===== config.mk =====
export PLATFORM = sky130hd
export DESIGN_NAME = lfx_cfg_extras
export DESIGN_NICKNAME = d
export VERILOG_FILES = /design/src/logic/lfx_pkg.sv /design/src/logic/lfx_subsys_store.sv /design/src/logic/lfx_cfg_extras.sv
export VERILOG_INCLUDE_DIRS = /design/src /design/src/logic
export SDC_FILE = /design/constraint.sdc
export NUM_CORES = 1
export LEC_CHECK = 0
export BUFFER_PORTS_ARGS = -buffer_cell sky130_fd_sc_hd__clkbuf_2
export CORE_MARGIN = 10
export CORE_UTILIZATION = 51
export DETAILED_ROUTE_END_ITERATION = 8
export PLACE_DENSITY_LB_ADDON = 0.3
export SETUP_SLACK_MARGIN = 0.5
export SYNTH_ARGS = -nofsm -noshare
export SYNTH_HDL_FRONTEND = slang
export SYNTH_SLANG_ARGS = --single-unit

===== constraint.sdc =====
create_clock -name mclk -period 1.32 [get_ports mclk]
set_input_delay 0.066 -clock mclk [delete_from_list [all_inputs] [get_ports mclk]]
set_output_delay 0.066 -clock mclk [all_outputs]
set_load 0.05 [all_outputs]

===== src/logic/lfx_defines.svh =====
`ifndef LFX_DEFINES_SVH
`define LFX_DEFINES_SVH
`define LFX_OFF_SUBSYS_VENDOR 8'h2c
`define LFX_OFF_SUBSYS_ID 8'h2e
`define LFX_OFF_PM_BRIDGE_EXT 8'h4a
`define LFX_OFF_PM_DATA 8'h4b
`define LFX_OFF_MISC_CTRL 8'h50
`define LFX_OFF_SUBSYS_ACCESS 8'hf8
`define LFX_RST_PM_BRIDGE_EXT 8'h00
`define LFX_RST_PM_DATA 8'h00
`define LFX_RST_MISC_CTRL 8'h00
`define LFX_RST_SUBSYS_ACCESS 32'h0000_0000
`define LFX_POS_REV23 0
`define LFX_POS_INT_DISABLE 10
`define LFX_POS_INT_STATUS 3
`endif


===== src/logic/lfx_pkg.sv =====
package lfx_pkg;
    typedef logic [7:0] lfx_byte_t;
    typedef logic [31:0] lfx_dword_t;
    typedef logic [3:0] lfx_be_t;
endpackage


===== src/logic/lfx_subsys_store.sv =====
`timescale 1ns/1ps
`include "lfx_defines.svh"
module lfx_subsys_store (
    // Clock and reset
    input wire logic mclk,
    input wire logic rstn,
    // Write side
    input wire logic wr_en,
    input wire lfx_pkg::lfx_be_t wr_be,
    input wire lfx_pkg::lfx_dword_t wr_data,
    // Held word
    output lfx_pkg::lfx_dword_t held
);
    genvar i;
    generate
        for (i = 0; i < 4; i++) begin : g_lane
            always_ff @(posedge mclk or negedge rstn) begin
                if (!rstn) begin
                    held[8*i +: 8] <= 8'h00;
                end else if (wr_en && wr_be[i]) begin
                    held[8*i +: 8] <= wr_data[8*i +: 8];
                end
            end
        end
    endgenerate
endmodule


===== src/logic/lfx_cfg_extras.sv =====
`timescale 1ns/1ps
`include "lfx_defines.svh"
module lfx_cfg_extras (
    // Clock and reset
    input wire logic mclk,
    input wire logic rstn,
    // Configuration access, dword addressed with byte enables
    input wire logic cfg_rd,
    input wire logic cfg_wr,
    input wire logic [7:0] cfg_addr,
    input wire lfx_pkg::lfx_be_t cfg_be,
    input wire lfx_pkg::lfx_dword_t cfg_wdata,
    output lfx_pkg::lfx_dword_t cfg_rdata,
    output logic cfg_hit,
    // Interrupt bits of the command and status registers
    input wire logic int_disable_raw,
    input wire logic int_pending,
    output logic int_disable_eff,
    output logic int_status_eff,
    output logic int_request,
    // Mode and alias views
    output logic rev23_conformance_select,
    output logic [15:0] subsys_product_code,
    output logic [15:0] subsys_maker_code
);
    lfx_pkg::lfx_dword_t subsys_held;
    lfx_pkg::lfx_dword_t next_rdata;
    logic misc_mode_control;
    // Byte offsets in one dword share a decode; low address bits are ignored
    function automatic logic dword_hit(input logic [7:0] addr, input logic [7:0] offset);
        return addr[7:2] == offset[7:2];
    endfunction

    wire sel_pm = dword_hit(cfg_addr, `LFX_OFF_PM_BRIDGE_EXT);
    wire sel_misc = dword_hit(cfg_addr, `LFX_OFF_MISC_CTRL);
    wire sel_acc = dword_hit(cfg_addr, `LFX_OFF_SUBSYS_ACCESS);
    wire sel_alias = dword_hit(cfg_addr, `LFX_OFF_SUBSYS_VENDOR);
    wire wr_misc = cfg_wr && sel_misc && cfg_be[0];
    wire wr_acc = cfg_wr && sel_acc;
    wire rd_pm = cfg_rd && sel_pm;
    wire rd_misc = cfg_rd && sel_misc;
    wire rd_acc = cfg_rd && sel_acc;
    wire rd_alias = cfg_rd && sel_alias;
    wire [7:0] misc_view = {7'h00, misc_mode_control};
    // The PM word at 48h holds control/status owned elsewhere; only upper bytes are ours
    wire [31:0] pm_word = {`LFX_RST_PM_DATA, `LFX_RST_PM_BRIDGE_EXT, 16'h0000};
    assign cfg_hit = sel_pm || sel_misc || sel_acc || sel_alias;
    assign next_rdata = sel_pm ? pm_word :
                        sel_misc ? {24'h000000, misc_view} :
                        (sel_acc || sel_alias) ? subsys_held :
                        32'h0000_0000;

    always_ff @(posedge mclk or negedge rstn) begin
        if (!rstn) begin
            misc_mode_control <= 1'b0;
        end else if (wr_misc) begin
            misc_mode_control <= cfg_wdata[`LFX_POS_REV23];
        end
    end

    always_ff @(posedge mclk or negedge rstn) begin
        if (!rstn) begin
            cfg_rdata <= 32'h0000_0000;
        end else if (cfg_rd) begin
            cfg_rdata <= next_rdata;
        end
    end

    lfx_subsys_store u_store (
        .mclk(mclk),
        .rstn(rstn),
        .wr_en(wr_acc),
        .wr_be(cfg_be),
        .wr_data(cfg_wdata),
        .held(subsys_held)
    );

    // Alias registers are read-only; only F8h writes reach the store
    assign subsys_product_code = subsys_held[31:16];
    assign subsys_maker_code = subsys_held[15:0];
    assign rev23_conformance_select = misc_mode_control;
    // In 2.2 mode the disable bit is ignored so legacy drivers keep interrupts
    assign int_disable_eff = misc_mode_control & int_disable_raw;
    assign int_status_eff = misc_mode_control & int_pending;
    assign int_request = int_pending & ~int_disable_eff;

    a_pm_reads_zero: assert property (@(posedge mclk) disable iff (!rstn)
        rd_pm |=> cfg_rdata[31:16] == 16'h0000)
        else $error("pm bytes not zero");
    a_pm_ext_zero: assert property (@(posedge mclk) disable iff (!rstn)
        rd_pm |=> cfg_rdata[23:16] == `LFX_RST_PM_BRIDGE_EXT)
        else $error("pm bridge extension byte not zero");
    a_pm_data_zero: assert property (@(posedge mclk) disable iff (!rstn)
        rd_pm |=> cfg_rdata[31:24] == `LFX_RST_PM_DATA)
        else $error("pm data byte not zero");
    a_pm_write_inert: assert property (@(posedge mclk) disable iff (!rstn)
        cfg_wr && sel_pm |=> $stable(rev23_conformance_select) && $stable(subsys_held))
        else $error("pm write changed state");

    a_misc_mode_set: assert property (@(posedge mclk) disable iff (!rstn)
        wr_misc |=> rev23_conformance_select == $past(cfg_wdata[0]))
        else $error("mode bit not written");
    a_misc_set: assert property (@(posedge mclk) disable iff (!rstn)
        wr_misc && cfg_wdata[0] |=> rev23_conformance_select)
        else $error("mode bit not set");
    a_misc_clear: assert property (@(posedge mclk) disable iff (!rstn)
        wr_misc && !cfg_wdata[0] |=> !rev23_conformance_select)
        else $error("mode bit not cleared");
    a_misc_hold: assert property (@(posedge mclk) disable iff (!rstn)
        !wr_misc |=> $stable(rev23_conformance_select))
        else $error("mode bit changed without write");
    // A write without lane 0 enabled must leave the mode alone
    a_misc_be_gate: assert property (@(posedge mclk) disable iff (!rstn)
        cfg_wr && sel_misc && !cfg_be[0] |=> $stable(rev23_conformance_select))
        else $error("mode bit written without lane 0");
    a_misc_readback: assert property (@(posedge mclk) disable iff (!rstn)
        rd_misc |=> cfg_rdata[0] == $past(rev23_conformance_select))
        else $error("mode bit readback wrong");
    a_misc_rsvd_zero: assert property (@(posedge mclk) disable iff (!rstn)
        rd_misc |=> cfg_rdata[31:1] == 31'h0)
        else $error("reserved misc bits set");
    a_misc_upper_zero: assert property (@(posedge mclk) disable iff (!rstn)
        rd_misc |=> cfg_rdata[7:1] == 7'h00)
        else $error("misc bits 7 to 1 set");

    a_rev22_masks_int: assert property (@(posedge mclk) disable iff (!rstn)
        !rev23_conformance_select |-> !int_status_eff && !int_disable_eff)
        else $error("2.3 bits active in 2.2 mode");
    a_rev23_int_live: assert property (@(posedge mclk) disable iff (!rstn)
        rev23_conformance_select && int_pending |-> int_status_eff
        && (int_request == !int_disable_raw))
        else $error("2.3 interrupt bits not functional");
    a_int_dis_pass: assert property (@(posedge mclk) disable iff (!rstn)
        rev23_conformance_select |-> int_disable_eff == int_disable_raw)
        else $error("disable bit not passed in 2.3 mode");
    a_int_stat_pass: assert property (@(posedge mclk) disable iff (!rstn)
        rev23_conformance_select |-> int_status_eff == int_pending)
        else $error("status bit not passed in 2.3 mode");
    a_int_req_gated: assert property (@(posedge mclk) disable iff (!rstn)
        rev23_conformance_select |-> int_request == (int_pending && !int_disable_raw))
        else $error("request not gated in 2.3 mode");
    a_int_req_legacy: assert property (@(posedge mclk) disable iff (!rstn)
        !rev23_conformance_select |-> int_request == int_pending)
        else $error("request gated in 2.2 mode");
    a_int_req_quiet: assert property (@(posedge mclk) disable iff (!rstn)
        !int_pending |-> !int_request && !int_status_eff)
        else $error("interrupt shown without cause");

    // Checked on the first edge after release, before any access can land
    a_reset_mode_clear: assert property (@(posedge mclk)
        $rose(rstn) |-> !rev23_conformance_select)
        else $error("mode bit set after reset");
    a_reset_acc_zero: assert property (@(posedge mclk)
        $rose(rstn) |-> subsys_held == `LFX_RST_SUBSYS_ACCESS)
        else $error("access register not zero after reset");
    a_reset_codes_zero: assert property (@(posedge mclk)
        $rose(rstn) |-> subsys_product_code == 16'h0000 && subsys_maker_code == 16'h0000)
        else $error("alias codes not zero after reset");

    // A partial write must leave the other lanes of the alias untouched
    a_alias_upper: assert property (@(posedge mclk) disable iff (!rstn)
        wr_acc && (&cfg_be) |=> subsys_product_code == $past(cfg_wdata[31:16]))
        else $error("product code alias wrong");
    a_alias_lower: assert property (@(posedge mclk) disable iff (!rstn)
        wr_acc && (&cfg_be) |=> subsys_maker_code == $past(cfg_wdata[15:0]))
        else $error("maker code alias wrong");
    a_lane0_write: assert property (@(posedge mclk) disable iff (!rstn)
        wr_acc && cfg_be[0] |=> subsys_maker_code[7:0] == $past(cfg_wdata[7:0]))
        else $error("lane 0 not written");
    a_lane1_write: assert property (@(posedge mclk) disable iff (!rstn)
        wr_acc && cfg_be[1] |=> subsys_maker_code[15:8] == $past(cfg_wdata[15:8]))
        else $error("lane 1 not written");
    a_lane2_write: assert property (@(posedge mclk) disable iff (!rstn)
        wr_acc && cfg_be[2] |=> subsys_product_code[7:0] == $past(cfg_wdata[23:16]))
        else $error("lane 2 not written");
    a_lane3_write: assert property (@(posedge mclk) disable iff (!rstn)
        wr_acc && cfg_be[3] |=> subsys_product_code[15:8] == $past(cfg_wdata[31:24]))
        else $error("lane 3 not written");
    a_lane0_keep: assert property (@(posedge mclk) disable iff (!rstn)
        !(wr_acc && cfg_be[0]) |=> $stable(subsys_maker_code[7:0]))
        else $error("lane 0 changed without write");
    a_lane1_keep: assert property (@(posedge mclk) disable iff (!rstn)
        !(wr_acc && cfg_be[1]) |=> $stable(subsys_maker_code[15:8]))
        else $error("lane 1 changed without write");
    a_lane2_keep: assert property (@(posedge mclk) disable iff (!rstn)
        !(wr_acc && cfg_be[2]) |=> $stable(subsys_product_code[7:0]))
        else $error("lane 2 changed without write");
    a_lane3_keep: assert property (@(posedge mclk) disable iff (!rstn)
        !(wr_acc && cfg_be[3]) |=> $stable(subsys_product_code[15:8]))
        else $error("lane 3 changed without write");
    a_alias_write_inert: assert property (@(posedge mclk) disable iff (!rstn)
        cfg_wr && sel_alias |=> $stable(subsys_held))
        else $error("alias dword accepted a write");

    // Read data is registered, so it shows what was held one cycle earlier
    a_acc_readback: assert property (@(posedge mclk) disable iff (!rstn)
        rd_acc |=> cfg_rdata == $past({subsys_product_code, subsys_maker_code}))
        else $error("access readback mismatch");
    a_acc_hi_readback: assert property (@(posedge mclk) disable iff (!rstn)
        rd_acc |=> cfg_rdata[31:16] == $past(subsys_product_code))
        else $error("access upper half readback wrong");
    a_acc_lo_readback: assert property (@(posedge mclk) disable iff (!rstn)
        rd_acc |=> cfg_rdata[15:0] == $past(subsys_maker_code))
        else $error("access lower half readback wrong");
    a_alias_readback: assert property (@(posedge mclk) disable iff (!rstn)
        rd_alias |=> cfg_rdata == $past(subsys_held))
        else $error("alias dword readback wrong");
    a_rdata_hold: assert property (@(posedge mclk) disable iff (!rstn)
        !cfg_rd |=> $stable(cfg_rdata))
        else $error("read data changed without read");
    a_read_keeps_store: assert property (@(posedge mclk) disable iff (!rstn)
        cfg_rd && !cfg_wr |=> $stable(subsys_held))
        else $error("read changed the access register");
endmodule


==> impl_metrics.ini, run 1 <==
[synthesis]
synth.cell_area_um2 = 2825
yosysMostFrequentCell = dfrtp_1
synth_area_leaders = dfrtp_1, mux2_2, o32ai_1
synth_fp_nets = 282
ys_top_cells_by_count = dfrtp_1, nand2_1, inv_1
synth_flop_cell = dfrtp_1
synth_warnings = 0
async_flop_share_pct = 100.0
syn_area_per_cell_um2 = 12.18
synth_cell_types = 27
synth_seq_area_share_pct = 57.57
synth_cells = 232
synth_edf_count = 0
synth_top_cell_by_area = dfrtp_1
synth_top_area_share_pct = 57.57
ys_seq_elements = 65

[cts]
clockBufferDepth = 2
htreeDepth = 3
cts.sinks = 65
cts_root_buffer = clkbuf_8
ctsHoldBuffers = 33
cts_resized = 165
post-cts-setup-buffers = 41
numCtsBuffers = 9

[run_status]
stop_stage = clock tree synthesis
status = stopped before the end
stop_error = [ERROR DPL-0038] Utilization greater than 100%, impossible to legalize

[floorplan]
initial_utilization_pct = 51.94
die_w_um = 94.43
rows = 27
die_height_um = 94.43
io_pins = 119

[placed_design]
gp_congestion = 0.7980
placed_cells = 423
numPortBuffers = 116
place_area_um2 = 3807
dp_hpwl_um = 5640
cell families after synthesis:
group | count (synthesis) | synth area share (%)
and+or+nand+nor | 50 | 10.76
buffers and inverters | 46 | 7.042
DFF | 65 | 57.57
xor gates and xnor gates | 1 | 0.3101
muxes | 33 | 13.15
AOI/OAI and AO/OA | 37 | 11.16
through the flow:
stage          worst slack (ns)  hold WS [ns]
3_5_place_dp            -0.2194       0.05232
2_1_floorplan          0.003922       -0.2296
3_3_place_gp           -0.09074       0.03777
==> inputs of run 2 (changes only) <==
CORE_UTILIZATION = 36   (was 51)
PLACE_DENSITY_LB_ADDON = 0.15   (was 0.3)
SETUP_SLACK_MARGIN = default   (was 0.5)
==> impl_metrics.ini, run 2 <==
[critical_path]
critPathLaunchType = primary input
worst-path-max-fanout = 4
arrival_ns = 1.22
critPathCaptureType = output port
critical_path_required_ns = 1.25
setup.worst_path.class = primary input to output port

[route]
wl_per_cell_um = 15.70
drt_iter0_drc = 89
dr.pass1.iters = 4
met3_wirelength_um = 606
wl_met1_um = 3352
dr_total_vias = 2380
drc = 0
highest_layer = met4
met2WireLength_um = 3955
final_antenna_net_count = 0
drt-total-wl_um = 7976
vias_per_cell = 4.685

[floorplan]
die_height_um = 108.6
die_w_um = 108.6
core-area_um2 = 7687
rows = 32
io_pins = 119
die-area_um2 = 11790
initial_utilization_pct = 36.75

[pwr]
combPwrFrac_pct = 18.5
power.density_nw_per_um2 = 1114
internal-power_mw = 3.450
power_frac_clock_pct = 37.1
power_leakage_nw = 2.152
switching_share_pct = 28.74
netSwitchingPower_mw = 1.391
power_frac_seq_pct = 44.4
peakVddDrop_v = 0.0006628

[layout]
final_common_cell = clkbuf_2
final_net_count = 451
drive_gt1_share_pct = 48.03
final_core_util_pct = 56.56
mostFrequentLayoutCells = clkbuf_2, dfrtp_1, nand2_1
syn_to_final_growth_pct = 53.90
n_antenna_cell = 0

[placed_design]
gp_congestion = 0.7961
pre_cts_ws_ns = -0.2082
numPortBuffers = 116
dp_hpwl_um = 5632

[global_route]
overflow = 0
grt.total_usage_pct = 13.93
grt_pass1_vias = 2548
grt_first_pass_wirelength_um = 13200
grt_max_degree = 66
antenna_found_initial = 0

[cts]
numCtsBuffers = 9
clock_latency_ns = 0.33
clockBufferDepth = 2
cts_tree = done
cts_root_buffer = clkbuf_8
clkTransAtPathRegs_ns = 0.07
cts.sinks = 65
htreeDepth = 3

[run]
maxCapViolCount = 0

[synthesis]
synth_flop_cell = dfrtp_1
synth_warnings = 0
syn_area_per_cell_um2 = 12.18
synth_seq_area_share_pct = 57.57
ys_top_cells_by_count = dfrtp_1, nand2_1, inv_1
synth_area_leaders = dfrtp_1, mux2_2, o32ai_1
synth_top_cell_by_area = dfrtp_1
synth_top_area_share_pct = 57.57
synth_fp_nets = 282
synth_edf_count = 0
synth.cell_area_um2 = 2825
synth_cell_types = 27
async_flop_share_pct = 100.0
yosysMostFrequentCell = dfrtp_1
ys_seq_elements = 65
synth_cells = 232

[sta]
fin_ws_ns = 0.03495
slew_headroom_pct = 76.12
min_period_over_period_pct = 97.35
tightest_slew_ns = 0.3582
whs_ns = 0.1503
post-route-min-period_ns = 1.285
final-hold-violation-count = 0
setup_viol = 0
fin_skew_ns = 0.01017
rsz0062_at_grt = no
fmax_mhz = 778.2
slew_viol_final = 0

[min_path]
hold_path.class = primary input to flop

[run_status]
status = finished clean
==> run 2: cell type report <==
type | instances | area (um2)
clock buffer | 10 | 127.6
fill | 712 | 3339
sequential | 65 | 1627
inverter | 33 | 123.9
timing repair buffer | 171 | 1212
tap | 102 | 127.6
multi-input combinational | 121 | 1047
clock inverter | 6 | 82.58
==> run 2: timing repair <==
action	in CTS	in global routing
setup endpoints to repair	2	2
hold endpoints to repair	98	0
hold buffers	33	0
gates resized for setup	4	3
setup buffers	0	1
==> run 2: logic make-up after synthesis <==
| kind of cell | share of synthesized area (%) |
|---|---|
| xor gates and xnor gates | 0.3101 |
| and+or+nand+nor | 10.76 |
| AOI/OAI and AO/OA | 11.16 |
| buffers and inverters | 7.042 |
| muxes | 13.15 |
| DFF | 57.57 |
==> run 2: per-layer routing <==
metal | GRT usage, % | vias up
met4 | 4.237 | 0
met5 | 0 | -
li1 | - | 1159
met1 | 16.83 | 1139
met2 | 22.80 | 75
met3 | 4.997 | 7
==> run 2: critical path, stage by stage <==
cell and delay, ns:
clkbuf_2 0.10, or4b_4 0.57, buf_4 0.16, o21ai_4 0.15, buf_12 0.15
==> run 2: per-stage QoR <==
stage / area (um2) / total power [mW] / TNS [ns] / std cells
floorplan: 2839 / 2.692 / 0 / 232
global placement: 3749 / 2.994 / -3.956 / 458
detailed placement: 3749 / 3.003 / -5.794 / 458
CTS: 4312 / 4.915 / 0 / 507
global route: 4348 / 5.068 / 0 / 508
finish: 4348 / 4.842 / 0 / 508
==> run 2: path summary, 6_finish.rpt <==
| kind | slack, ns | to | cells past startpoint | startpoint |
|---|---|---|---|---|
| setup / recovery | 0.03 | cfg_hit | 5 | cfg_addr[7] |
| hold / removal | 0.15 | cfg_rdata[0]$_DFFE_PN0P_ | 4 | cfg_addr[5] |
| setup reg to reg | 0.30 | cfg_rdata[0]$_DFFE_PN0P_ | 3 | rev23_conformance_select$_DFFE_PN0P_ |
| hold reg to reg | 0.52 | u_store.held[24]$_DFFE_PN0P_ | 1 | u_store.held[24]$_DFFE_PN0P_ |
| max in group asynchronous | 0.74 | u_store.held[0]$_DFFE_PN0P_ | 3 | rstn |
| min in group asynchronous | 0.28 | u_store.held[11]$_DFFE_PN0P_ | 3 | rstn |
==> run 2: power groups by stage <==
stage / clock network [mW] / registers [mW] / logic (mW)
2_1_floorplan: 0 / 2.49 / 0.199
3_3_place_gp: 0 / 2.19 / 0.808
3_5_place_dp: 0 / 2.19 / 0.816
4_1_cts: 1.87 / 2.15 / 0.899
5_1_grt: 1.95 / 2.16 / 0.957
6_report: 1.80 / 2.15 / 0.895
Power figures use the tool's default switching activity.
